$ cat config.mk
export PLATFORM = sky130hd
export DESIGN_NAME = psr_top
export DESIGN_NICKNAME = d
export VERILOG_FILES = /design/src/psr_pkg.sv /design/src/psr_sync.sv /design/src/psr_top.sv
export SDC_FILE = /design/constraint.sdc
export NUM_CORES = 1
export LEC_CHECK = 0
export BUFFER_PORTS_ARGS = -buffer_cell sky130_fd_sc_hd__buf_2
export CAP_MARGIN = 20
export CORE_MARGIN = 10
export CORE_UTILIZATION = 42
export CTS_CLUSTER_DIAMETER = 120
export CTS_CLUSTER_SIZE = 28
export DETAILED_ROUTE_END_ITERATION = 8
export GPL_TIMING_DRIVEN = 0
export HOLD_SLACK_MARGIN = 0.03
export PLACE_DENSITY = 0.58
export SYNTH_ARGS = -nofsm -noshare
export SYNTH_HDL_FRONTEND = slang
export SYNTH_SLANG_ARGS = --single-unit
$ cat constraint.sdc
create_clock -name clk -period 2.6 [get_ports clk]
set_input_delay 0.39 -clock clk [delete_from_list [all_inputs] [get_ports clk]]
set_output_delay 0.39 -clock clk [all_outputs]
set_load 0.05 [all_outputs]
$ cat src/psr_pkg.sv
// psr_pkg: constants for the sleep/reset control block
// assumes: 125 MHz clk, i2c slave inside psr_top
package psr_pkg;
	// ****************************************
	// i2c and registers
	// ****************************************
	localparam logic [6:0] SLAVE_ADDR = 7'h5a;
	localparam logic [7:0] REG_SLEEP_CTRL = 8'h00;
	localparam logic [7:0] REG_MASK = 8'h01;
	localparam logic [7:0] REG_STATUS = 8'h02;
	localparam logic [7:0] REG_MASK_HI = 8'h03;
	localparam logic [7:0] REG_IDENT = 8'h7d;
	localparam int SLEEP_KEEP_BIT = 7;
	// identification value is arbitrary
	localparam logic [7:0] IDENT_CODE = 8'h5c;
	// ****************************************
	// event mask field positions
	// ****************************************
	localparam int EV_MAIN_RST = 0;
	localparam int EV_AUX1 = 1;
	localparam int EV_AUX2 = 2;
	localparam int EV_VIN_OVER = 3;
	localparam int EV_IRQ = 4;
	localparam int EV_IN_OK = 5;
	localparam int EV_THERM = 6;
	localparam int EV_UNDER = 7;
	localparam int EV_OVER = 8;
	localparam int EV_COUNT = 9;
	// 1 = masked; reset pattern per event order above
	localparam logic [8:0] MASK_RESET = 9'h0_037;
	// ****************************************
	// voltage codes
	// ****************************************
	localparam logic [1:0] CONV2_1V50 = 2'h1;
	localparam logic [1:0] CONV2_1V35 = 2'h2;
	localparam logic [1:0] CONV3_1V20 = 2'h1;
	localparam logic [1:0] CONV3_1V80 = 2'h2;
	// ****************************************
	// timing
	// ****************************************
	localparam int CLK_MHZ = 125;
	localparam int HOLD_US = 1991;
	localparam int HOLD_CYC = HOLD_US * CLK_MHZ;
	typedef enum logic [2:0] {
		PSR_ACTIVE = 3'b001,
		PSR_SLEEP = 3'b010,
		PSR_HOLD = 3'b100
	} psr_state_t;
endpackage : psr_pkg

$ cat src/psr_sync.sv
// psr_sync: three-stage pin synchroniser with agreement filter
// assumes: asynchronous pin, one clock
`timescale 1ns/1ps
module psr_sync (
	// clock and reset
	input wire logic clk,
	input wire logic rst_n,
	// pin and result
	input wire logic pin,
	output logic level
);
	logic s1;
	logic s2;
	logic s3;
	always_ff @(posedge clk) begin
		if (!rst_n) begin
			s1 <= 1'b0;
			s2 <= 1'b0;
			s3 <= 1'b0;
			level <= 1'b0;
		end else begin
			s1 <= pin;
			s2 <= s1;
			s3 <= s2;
			if (s2 == s3) begin
				level <= s3;
			end
		end
	end
endmodule : psr_sync

$ cat src/psr_top.sv
// psr_top: sleep/active control, aux reset one, level selects, masks, i2c slave
// assumes: pins asynchronous to clk; open-drain lines resolved outside
//
// Behaviour
// [RULE1] power enable low means sleep, high active
// [RULE2] aux reset one low on sleep by default
// [RULE3] control bit seven keeps aux reset high
// [RULE4] conv2 level select picks 1.5 or 1.35
// [RULE5] conv2 code follows select pin continuously
// [RULE6] aux reset two pin picks 1.2 or 1.8
// [RULE7] conv3 code follows pin continuously
// [RULE8] out of regulation drives aux reset low
// [RULE9] aux reset released after 1991 us
// [RULE10] nine event sources each have a mask
// [RULE11] register 0x7d returns identification code
// [RULE12] i2c slave at seven-bit address 0x5a
// [RULE13] main reset output not driven
// [RULE14] power good output not driven
// [RULE15] hold counter restarts on renewed fault
// [RULE16] masked events do not reach outputs
`timescale 1ns/1ps
module psr_top
	import psr_pkg::*;
#(
	parameter int HOLD_CYCLES = HOLD_CYC
) (
	// clock and reset
	input wire logic clk,
	input wire logic rst_n,
	// control pins
	input wire logic power_enable_pin,
	input wire logic conv2_level_select,
	input wire logic aux_reset_two_pin,
	// regulator and event inputs, per EV_* position
	input wire logic [8:0] event_in,
	// reset and status outputs
	output logic aux_reset_one_out,
	output logic main_reset_out_oe,
	output logic power_good_out_oe,
	output logic irq_out,
	output logic sleep_state,
	output logic [1:0] converter_two_code,
	output logic [1:0] converter_three_code,
	// i2c pins
	input wire logic scl_in,
	input wire logic sda_in,
	output logic sda_oe
);
	// ****************************************
	// input synchronisers
	// ****************************************
	logic pen_s, c2_s, c3_s, scl_s, sda_s;
	psr_sync u_pen (.clk(clk), .rst_n(rst_n), .pin(power_enable_pin), .level(pen_s));
	psr_sync u_c2 (.clk(clk), .rst_n(rst_n), .pin(conv2_level_select), .level(c2_s));
	psr_sync u_c3 (.clk(clk), .rst_n(rst_n), .pin(aux_reset_two_pin), .level(c3_s));
	psr_sync u_scl (.clk(clk), .rst_n(rst_n), .pin(scl_in), .level(scl_s));
	psr_sync u_sda (.clk(clk), .rst_n(rst_n), .pin(sda_in), .level(sda_s));

	// ****************************************
	// registers and event gating
	// ****************************************
	logic [7:0] sleep_ctrl;
	logic [8:0] ev_mask;
	logic [8:0] ev_s2;
	logic [8:0] ev_live;
	logic fault;
	// each event pin gets its own four-flop filter
	for (genvar gi = 0; gi < EV_COUNT; gi++) begin : g_ev
		psr_sync u_ev (.clk(clk), .rst_n(rst_n), .pin(event_in[gi]), .level(ev_s2[gi]));
	end
	assign ev_live = ev_s2 & ~ev_mask; // RULE16
	assign fault = ev_live[EV_UNDER] | ev_live[EV_OVER] | ev_live[EV_VIN_OVER]
		| ev_live[EV_THERM] | ev_live[EV_IN_OK]; // RULE8
	assign irq_out = |ev_live; // RULE16

	assign main_reset_out_oe = 1'b0; // RULE13
	assign power_good_out_oe = 1'b0; // RULE14

	always_ff @(posedge clk) begin
		if (!rst_n) begin
			converter_two_code <= CONV2_1V50;
			converter_three_code <= CONV3_1V20;
		end else begin
			converter_two_code <= c2_s ? CONV2_1V35 : CONV2_1V50; // RULE4 RULE5
			converter_three_code <= c3_s ? CONV3_1V80 : CONV3_1V20; // RULE6 RULE7
		end
	end

	// ****************************************
	// sleep / reset state machine
	// ****************************************
	psr_state_t state, next_state;
	logic [17:0] hold_cnt;
	logic keep_high;
	assign keep_high = sleep_ctrl[SLEEP_KEEP_BIT];
	always_comb begin
		next_state = state;
		unique case (state)
			PSR_ACTIVE: begin
				if (!pen_s) next_state = PSR_SLEEP; // RULE1
				else if (fault) next_state = PSR_HOLD; // RULE8
			end
			PSR_SLEEP: begin
				if (pen_s) next_state = PSR_HOLD; // RULE1
			end
			PSR_HOLD: begin
				if (!pen_s) next_state = PSR_SLEEP;
				else if (!fault && hold_cnt == 18'(HOLD_CYCLES - 1)) next_state = PSR_ACTIVE; // RULE9
			end
			default: next_state = PSR_HOLD;
		endcase
	end
	always_ff @(posedge clk) begin
		if (!rst_n) begin
			state <= PSR_HOLD;
			hold_cnt <= '0;
		end else begin
			state <= next_state;
			if (state != PSR_HOLD || fault) hold_cnt <= '0; // RULE15
			else hold_cnt <= hold_cnt + 18'd1;
		end
	end
	assign sleep_state = (state == PSR_SLEEP);
	always_ff @(posedge clk) begin
		if (!rst_n) aux_reset_one_out <= 1'b0;
		else if (state == PSR_ACTIVE && next_state == PSR_ACTIVE) aux_reset_one_out <= 1'b1;
		else if (next_state == PSR_SLEEP && keep_high && !fault)
			aux_reset_one_out <= aux_reset_one_out; // RULE3
		else aux_reset_one_out <= 1'b0; // RULE2 RULE8
	end

	// ****************************************
	// i2c slave
	// ****************************************
	typedef enum logic [4:0] {
		I2C_IDLE = 5'b00001,
		I2C_ADDR = 5'b00010,
		I2C_ACK = 5'b00100,
		I2C_WR = 5'b01000,
		I2C_RD = 5'b10000
	} psr_i2c_t;
	psr_i2c_t i2c_st;
	logic scl_d, sda_d;
	logic [3:0] bitn;
	logic [7:0] shreg, ptr, rd_byte;
	logic have_ptr, ack_drv, is_read;
	logic scl_rise, scl_fall, start_c, stop_c;
	assign scl_rise = scl_s & ~scl_d;
	assign scl_fall = ~scl_s & scl_d;
	assign start_c = scl_s & scl_d & sda_d & ~sda_s;
	assign stop_c = scl_s & scl_d & ~sda_d & sda_s;
	assign rd_byte = (ptr == REG_IDENT) ? IDENT_CODE : // RULE11
		(ptr == REG_SLEEP_CTRL) ? sleep_ctrl :
		(ptr == REG_MASK) ? ev_mask[7:0] :
		(ptr == REG_MASK_HI) ? {7'h00, ev_mask[8]} :
		(ptr == REG_STATUS) ? {5'h00, sleep_state, aux_reset_one_out, fault} : 8'h00;
	assign sda_oe = ack_drv;
	always_ff @(posedge clk) begin
		if (!rst_n) begin
			scl_d <= 1'b0; // matches the filters' reset level
			sda_d <= 1'b0;
			i2c_st <= I2C_IDLE;
			bitn <= '0;
			shreg <= '0;
			ptr <= '0;
			is_read <= 1'b0;
			have_ptr <= 1'b0;
			ack_drv <= 1'b0;
			sleep_ctrl <= 8'h00;
			ev_mask <= MASK_RESET;
		end else begin
			scl_d <= scl_s;
			sda_d <= sda_s;
			if (start_c) begin
				i2c_st <= I2C_ADDR;
				bitn <= '0;
				ack_drv <= 1'b0;
			end else if (stop_c) begin
				i2c_st <= I2C_IDLE;
				ack_drv <= 1'b0;
			end else begin
				unique case (i2c_st)
					I2C_IDLE: ack_drv <= 1'b0;
					I2C_ADDR, I2C_WR: begin
						if (scl_rise) begin
							shreg <= {shreg[6:0], sda_s};
							bitn <= bitn + 4'd1;
						end
						if (scl_fall && bitn == 4'd8) begin
							bitn <= '0;
							if (i2c_st == I2C_ADDR) begin
								if (shreg[7:1] == SLAVE_ADDR) begin // RULE12
									ack_drv <= 1'b1;
									is_read <= shreg[0];
									have_ptr <= 1'b0;
									i2c_st <= I2C_ACK;
								end else i2c_st <= I2C_IDLE;
							end else begin
								ack_drv <= 1'b1;
								i2c_st <= I2C_ACK;
								if (!have_ptr) begin
									ptr <= shreg;
									have_ptr <= 1'b1;
								end else begin
									if (ptr == REG_SLEEP_CTRL) sleep_ctrl <= shreg; // RULE3
									if (ptr == REG_MASK) ev_mask[7:0] <= shreg; // RULE10
									if (ptr == REG_MASK_HI) ev_mask[8] <= shreg[0]; // RULE10
									ptr <= ptr + 8'd1;
								end
							end
						end
					end
					I2C_ACK: begin
						if (scl_fall) begin
							if (is_read) begin
								i2c_st <= I2C_RD;
								shreg <= rd_byte;
								ack_drv <= ~rd_byte[7];
								ptr <= ptr + 8'd1;
							end else begin
								i2c_st <= I2C_WR;
								ack_drv <= 1'b0;
							end
						end
					end
					I2C_RD: begin
						if (scl_fall) begin
							bitn <= bitn + 4'd1;
							if (bitn == 4'd7) begin
								ack_drv <= 1'b0;
							end else if (bitn == 4'd8) begin
								bitn <= '0;
								if (sda_d) i2c_st <= I2C_IDLE;
								else begin
									shreg <= rd_byte;
									ack_drv <= ~rd_byte[7];
									ptr <= ptr + 8'd1;
								end
							end else begin
								shreg <= {shreg[6:0], 1'b0};
								ack_drv <= ~shreg[6];
							end
						end
					end
					default: i2c_st <= I2C_IDLE;
				endcase
			end
		end
	end

	// ****************************************
	// checks
	// ****************************************
	property p_sleep_low;
		@(posedge clk) disable iff (!rst_n)
		(state == PSR_SLEEP && !keep_high) |=> !aux_reset_one_out;
	endproperty
	a_sleep_low: assert property (p_sleep_low) else $error("aux reset high in sleep"); // RULE2
	property p_fault_low;
		@(posedge clk) disable iff (!rst_n) fault |=> !aux_reset_one_out;
	endproperty
	a_fault_low: assert property (p_fault_low) else $error("aux reset high on fault"); // RULE8
	property p_pen_sleep;
		@(posedge clk) disable iff (!rst_n) !pen_s |=> sleep_state;
	endproperty
	a_pen_sleep: assert property (p_pen_sleep) else $error("not asleep"); // RULE1
	property p_conv2;
		@(posedge clk) disable iff (!rst_n)
		c2_s |=> converter_two_code == CONV2_1V35;
	endproperty
	a_conv2: assert property (p_conv2) else $error("conv2 code wrong"); // RULE5
	property p_conv3;
		@(posedge clk) disable iff (!rst_n)
		!c3_s |=> converter_three_code == CONV3_1V20;
	endproperty
	a_conv3: assert property (p_conv3) else $error("conv3 code wrong"); // RULE7
	property p_restart;
		@(posedge clk) disable iff (!rst_n) fault |=> hold_cnt == 18'd0;
	endproperty
	a_restart: assert property (p_restart) else $error("hold not restarted"); // RULE15
	property p_mask;
		@(posedge clk) disable iff (!rst_n) (ev_s2 & ~ev_mask) == 9'h0_000 |-> !irq_out;
	endproperty
	a_mask: assert property (p_mask) else $error("masked event seen"); // RULE16
	property p_nodrive;
		@(posedge clk) !main_reset_out_oe && !power_good_out_oe;
	endproperty
	a_nodrive: assert property (p_nodrive) else $error("dead pin driven"); // RULE13
	property p_rise;
		@(posedge clk) disable iff (!rst_n)
		$rose(aux_reset_one_out) |-> $past(state) == PSR_ACTIVE;
	endproperty
	a_rise: assert property (p_rise) else $error("early release"); // RULE9
	c_sleep: cover property (@(posedge clk) state == PSR_SLEEP);
	c_release: cover property (@(posedge clk) $rose(aux_reset_one_out));
	c_ack: cover property (@(posedge clk) i2c_st == I2C_ACK);
	c_keep: cover property (@(posedge clk) sleep_state && aux_reset_one_out);
endmodule : psr_top

Word-level counts from Yosys, hierarchy flattened
Index checks and enable logic that the tools add are counted.
W data, S select, Z words.
{"block": "word_totals", "regBits": 129, "latchBits": 0, "mem_bits_rw": 0, "mem_bits_ro": 0, "in_bits": 16, "output_inout_bits": 10, "word_cells": 247, "n_memories": 0}
{"block": "classes", "addsub": 3, "multipliers": 0, "div_mod_pow": 0, "magnitude_cmp": 0, "eq_ne": 56, "shifts": 0, "muxes": 63, "bitwise_logic": 24, "n_reduce_logical": 27}
{"operator": "$mux W8", "count": 19}
{"operator": "$pmux W8 S3", "count": 2}
{"operator": "$mux W5", "count": 8}
{"operator": "$reduce_and A7 Y1", "count": 5}
{"operator": "$ne A4 B4 Y1 const B", "count": 7}
{"operator": "$mux W3", "count": 8}
{"operator": "$ne A2 B2 Y1 const B", "count": 11}
{"operator": "$mux W4", "count": 5}
{"operator": "$pmux W5 S4", "count": 1}
{"operator": "$add A18 B1 Y18 const B", "count": 1}
{"operator": "$eq A18 B18 Y1 const B", "count": 1}
{"operator": "$eq A8 B2 Y1 const B", "count": 2}
{"operator": "$ne A3 B3 Y1 const B", "count": 5}
{"operator": "$eq A1 B1 Y1", "count": 14}
{"operator": "$mux W1", "count": 13}
{"operator": "$reduce_and A6 Y1", "count": 2}
{"operator": "$not A1 Y1", "count": 11}
{"operator": "$reduce_and A11 Y1", "count": 1}
{"operator": "$and A9 B9 Y9", "count": 1}
{"operator": "$not A9 Y9", "count": 1}
{"operator": "$pmux W3 S3", "count": 1}
{"operator": "$reduce_and A9 Y1", "count": 1}
{"operator": "$reduce_or A9 Y1", "count": 1}
{"operator": "$add A8 B1 Y8 const B", "count": 1}
{"operator": "31 further kinds", "count": 51}

Depth between registers and ports, before layout
{"block": "depth", "depth_word": 17, "ltp_mapped": 8, "ltp_nobuf": 7}

By module
Synthesis repeated with hierarchy kept, for this count alone.
{"block": "hier_totals", "cells_unflattened": 646, "hier_area_um2": 5876.9}
{"module": "psr_top", "n_inst": 1, "cells_per_inst": 506, "area_each_um2": 4247.8, "seq_area_each_um2": 1461.4}
{"module": "psr_sync", "n_inst": 14, "cells_per_inst": 10, "area_each_um2": 116.4, "seq_area_each_um2": 80.1}

Least setup slack after synthesis
OpenSTA, ideal clock, no wires.
{"block": "synth_path", "kind": "reg-to-reg", "startpoint": "reg ptr[0]", "endpoint": "reg shreg[2]", "setup_ps": 72, "arrival_ps": 1808, "required_time_ps": 2528, "path_slack_ps": 720, "path_stages_with_launch": 7, "n_path_buf": 0, "synth_period_minus_slack_ps": 1880, "path_cell_list": "dfxtp_1 -> ha_1 -> nand2b_1 -> or3_1 -> a221o_1 -> a311o_1 -> mux2i_1"}
{"block": "synth_between", "elab_chain_len": 11, "word_cells_on_any_way": 17, "classes_between": "4 x eq/ne; 12 x mux; 1 x reduce/logical"}
{"item": "start, declared", "line": "psr_top.sv:145", "rtl": "logic [7:0] shreg, ptr, rd_byte;"}
{"item": "start signal, assigned", "line": "psr_top.sv:202", "rtl": "ptr <= shreg;"}
{"item": "start signal, assigned", "line": "psr_top.sv:208", "rtl": "ptr <= ptr + 8'd1;"}
{"item": "start signal, assigned", "line": "psr_top.sv:219", "rtl": "ptr <= ptr + 8'd1;"}
{"item": "$eq A8 B2 Y1", "line": "psr_top.sv:156", "rtl": "(ptr == REG_STATUS) ? {5'h00, sleep_state, aux_reset_one_out, fault} : 8'h00;"}
{"item": "$mux W3", "line": "psr_top.sv:156"}
{"item": "$mux W3", "line": "psr_top.sv:155", "rtl": "(ptr == REG_MASK_HI) ? {7'h00, ev_mask[8]} :"}
{"item": "$mux W8", "line": "psr_top.sv:154", "rtl": "(ptr == REG_MASK) ? ev_mask[7:0] :"}
{"item": "$mux W8", "line": "psr_top.sv:153", "rtl": "(ptr == REG_SLEEP_CTRL) ? sleep_ctrl :"}
{"item": "$mux W8 (*)", "line": "psr_top.sv:152", "rtl": "assign rd_byte = (ptr == REG_IDENT) ? IDENT_CODE :"}
{"item": "$mux W8", "line": "psr_top.sv:233", "rtl": "if (sda_d) i2c_st <= I2C_IDLE;"}
{"item": "$mux W8", "line": "psr_top.sv:231", "rtl": "end else if (bitn == 4'd8) begin"}
{"item": "$mux W8", "line": "psr_top.sv:229", "rtl": "if (bitn == 4'd7) begin"}
{"item": "$mux W8", "line": "psr_top.sv:227", "rtl": "if (scl_fall) begin"}
{"item": "$pmux W8 S3 (*)", "line": "psr_top.sv:182", "rtl": "unique case (i2c_st)"}
{"item": "end signal, assigned", "line": "psr_top.sv:186", "rtl": "shreg <= {shreg[6:0], sda_s};"}
{"item": "end signal, assigned", "line": "psr_top.sv:235", "rtl": "shreg <= rd_byte;"}
{"item": "end signal, assigned", "line": "psr_top.sv:240", "rtl": "shreg <= {shreg[6:0], 1'b0};"}
{"item": "end, declared", "line": "psr_top.sv:145"}
Mark *: on every way between the ends. The rest lies on a longest branch, timed or not. The select of a mux whose other input is x is not followed.
A chain may end at the register's enable or synchronous reset.

Final worst setup path
{"block": "layout_path", "startpoint": "reg ev_mask[8]", "endpoint": "out irq_out"}
{"block": "layout_between", "elab_chain_len": 3}
{"item": "start, declared", "line": "psr_top.sv:63", "rtl": "logic [8:0] ev_mask;"}
{"item": "start signal, assigned", "line": "psr_top.sv:207", "rtl": "if (ptr == REG_MASK_HI) ev_mask[8] <= shreg[0];"}
{"item": "$not A9 Y9", "line": "psr_top.sv:71", "rtl": "assign ev_live = ev_s2 & ~ev_mask;"}
{"item": "$and A9 B9 Y9", "line": "psr_top.sv:71"}
{"item": "$reduce_or A9 Y1", "line": "psr_top.sv:74", "rtl": "assign irq_out = |ev_live;"}
{"item": "end, declared", "line": "psr_top.sv:40", "rtl": "output logic irq_out,"}
Every way passes these cells.

==> summary.md <==
| Metric | Value |
|---|---|
| Vias per inst | 5.384 |
| GRT overflow | 0 |
| Routed length on met2 | 6.076 mm |
| DR WL/cell | 15.44 um |
| CTS tree | built |
| Filler instances | 1,297 |
| Post-synth EDFFs | 0 |
| Max Fanout on Critical Path | 4 |
| Unrepaired setup endpoints after global routing | false |
| Wl on met1 | 6.274 mm |
| Clock buffer count from CTS | 17 |
| Commonest cells in the netlist | 129 x dfxtp_1, 53 x nand2_1, 49 x and2_1, 49 x nor2_1, 35 x a21oi_1 |
| Final Critical Period | 2.461 ns |
| CTS Buffer Depth | 2 |
| Avg Inst Size Synth | 9.085 um^2 |
| Post-synth top area share | 45.55% |
| Die W | 136.2 um |
| CTS Hold Bufs | 0 |
| Clk_lat worst skew | 0.42 ns |
| Switching power | 1.010 mW |
| Htree depth | 4 |
| Largest net degree at the start of global routing | 17 |
| FFs w/ async S/R, synth | 0% |
| Hold Path Class | in2reg |
| CTS Sinks | 129 |
| Register Area | 2582 um^2 |
| Largest cells by area after synthesis | dfxtp_1 46%, and2_1 5.4%, mux2i_1 4.2% |
| Synthesized netlist cell count | 624 |
| DR iter-0 viols | 308 |
| Post-Route WL | 13.22 mm |
| Layout cells sized above 1 | 11.62% |
| DP HPWL | 9.268 mm |
| Post-CTS Repair Setup Buffers | 0 |
| Ant diodes | 0 |
| Placed Cells | 824 |
| Number of distinct library cells after synthesis | 74 |
| Via count | 4,609 |
| Switch share | 22.68% |
| Skew final | 0.008119 ns |
| Register bit total from synthesis | 129 |
| Synthesis Warnings | 0 |
| Register share of total power | 45.7% |
| Footprint of the multi-input gates | 2856 um^2 |
| P&R area growth vs syn | 15.98% |
| Register area share after synthesis | 45.55% |
| Fmax | 406.3 MHz |
| Top routing layer in use | met4 |
| Synth Flop Type | dfxtp_1 |
| Final hold violations | 0 |
| Die H | 136.2 um |
| Cell Count, Final, Fillers Out | 856 |
| Slew HR | 52.98% |
| Maximum capacitance violations | 0 |
| DRC errors left | 0 |
| Setup CP Type | reg2out |
| Yosys top cell by area | dfxtp_1 |
| Most frequent cell after synthesis | dfxtp_1 |
| CTS root buf | clkbuf_16 |
| TNS Setup | 0 ns |
| Core ar. | 13,240 um^2 |
| Worst Tran Pin Value | 0.7053 ns |
| Final setup fails | 0 |
| DIE AREA | 18,550 um^2 |
| Final period util | 94.66% |
| Gr usage total | 14.66% |
| LEAKAGE | 2.566 nW |
| Pins Over Slew Limit | 0 |
| Initial Util | 42.81% |
| Reg clk slew, reported paths | 0.06 ns |
| Mapped Area | 5669 um^2 |
| Worst Setup End Kind | primary output |
| Status | finished clean |
| Worst setup SP type | register |
| Post-route ant nets | 0 |
| Global-route wire length before repair | 21.76 mm |
| Port-buffer cells | 23 |
| Internal power | 3.443 mW |
| Num ports | 26 |
| Clk network pwr share | 50.7% |
| Drt pass-1 iters | 5 |
| Final GP Congestion | 0.8659 |
| Row cnt | 42 |
| Worst EP arrival | 2.07 ns |
| Logic pwr share | 3.6% |
| Vias in the first global route | 4,343 |
| Final net count | 691 |
| Met3 routed WL | 639 um |
| Critical path required time | 2.21 ns |
| Initial antenna violation count | 0 |
| Pwr dens | 677.2 nW/um^2 |
| Peak supply drop | 0.4901 mV |
==> final timing paths <==
path	to	slack, ns	start	depth (start not counted)
setup / recovery	irq_out	0.14	ev_mask[8]	5
hold reg to reg	g_ev[1].u_ev.s2	0.43	g_ev[1].u_ev.s1	1
setup reg to reg	hold_cnt[6]	0.30	ev_mask[8]	6
hold / removal	g_ev[3].u_ev.s1	0.17	event_in[3]	2
==> power by group through the flow <==
stage	registers, mW	logic [mW]	clock network, mW
2_1_floorplan	2.07	0.115	0
3_3_place_gp	2.07	0.159	0
3_5_place_dp	2.08	0.161	0
4_1_cts	2.03	0.162	2.31
5_1_grt	2.04	0.177	2.40
6_report	2.03	0.162	2.26
==> stage by stage <==
| stage | power [mW] | instance area [um^2] | worst slack (ns) | hold slack [ns] | util [%] |
|---|---|---|---|---|---|
| after floorplan | 2.186 | 5673 | 0.7204 | 0.4119 | - |
| after global placement | 2.233 | 6008 | 0.3775 | 0.4149 | 45.37 |
| after detailed placement | 2.237 | 6008 | 0.3182 | 0.4192 | 45.37 |
| after CTS | 4.505 | 6574 | 0.09444 | 0.1594 | 49.64 |
| after global routing | 4.613 | 6575 | 0.01002 | 0.1684 | 49.65 |
| final | 4.453 | 6575 | 0.1388 | 0.1746 | 49.65 |
==> cells by family after synthesis <==
kind of cell | after synthesis | share of synthesized area [%]
XOR/XNOR | 18 | 3.112
AO/OA/AOI/OAI | 134 | 16.02
multiplexers | 24 | 4.237
flip-flops | 129 | 45.55
buffers and inverters | 54 | 4.127
other | 1 | 0.06615
AND/OR/NAND/NOR | 256 | 25.12
adder cells (fa/ha/maj) | 8 | 1.766
==> registers in the layout, indices dropped and copies added (netlist names), 9 cells and up <==
name and cells:
g_ev.u_ev.level 9, hold_cnt 18, g_ev.u_ev.s2 9, ev_mask 9
g_ev.u_ev.s1 9, g_ev.u_ev.s3 9
==> layout make-up <==
cell class                      instances  share of cell area, %
Sequential cell                       129                  39.28
Multi-Input combinational cell        442                  43.44
Clock buffer                           21                  7.003
Clock inverter                         11                  1.598
Tap cell                              176                  3.349
Inverter                               25                  1.427
Timing Repair Buffer                   23                  1.751
Buffer                                 29                  2.150
==> layer usage <==
metal	up-vias	track usage, %
met1	2169	18.64
li1	2288	-
met5	-	0
met2	134	23.08
met4	0	5.799
met3	18	3.948
==> placed cells by master (no fill, tap or decap), types with 7 or more instances in the layout <==
master / instances
a21oi_1: 35
and2_1: 49
and3_1: 10
buf_2: 30
clkbuf_1: 18
clkbuf_16: 17
dfxtp_1: 129
ha_1: 8
inv_1: 25
mux2i_1: 24
nand2_1: 53
nand2b_1: 7
nand3_1: 17
nand3b_1: 7
nor2_1: 49
nor2b_1: 11
nor3_1: 9
o211ai_1: 11
o21ai_0: 21
o21ai_1: 8
or3_1: 7
xnor2_1: 8
xor2_1: 9
==> critical path: stages, from the launching register on <==
cell and delay [ns]:
dfxtp_1 0.37, inv_1 0.06, a222oi_1 0.63, and2_1 0.30, nand2_1 0.08, buf_2 0.22
==> timing repair <==
action | CTS | global route
endpoints found under the setup margin | 0 | 2
resized for setup | 0 | 2
endpoints found under the hold margin | 0 | 0
No activity file was read; power rests on OpenSTA's default activity.
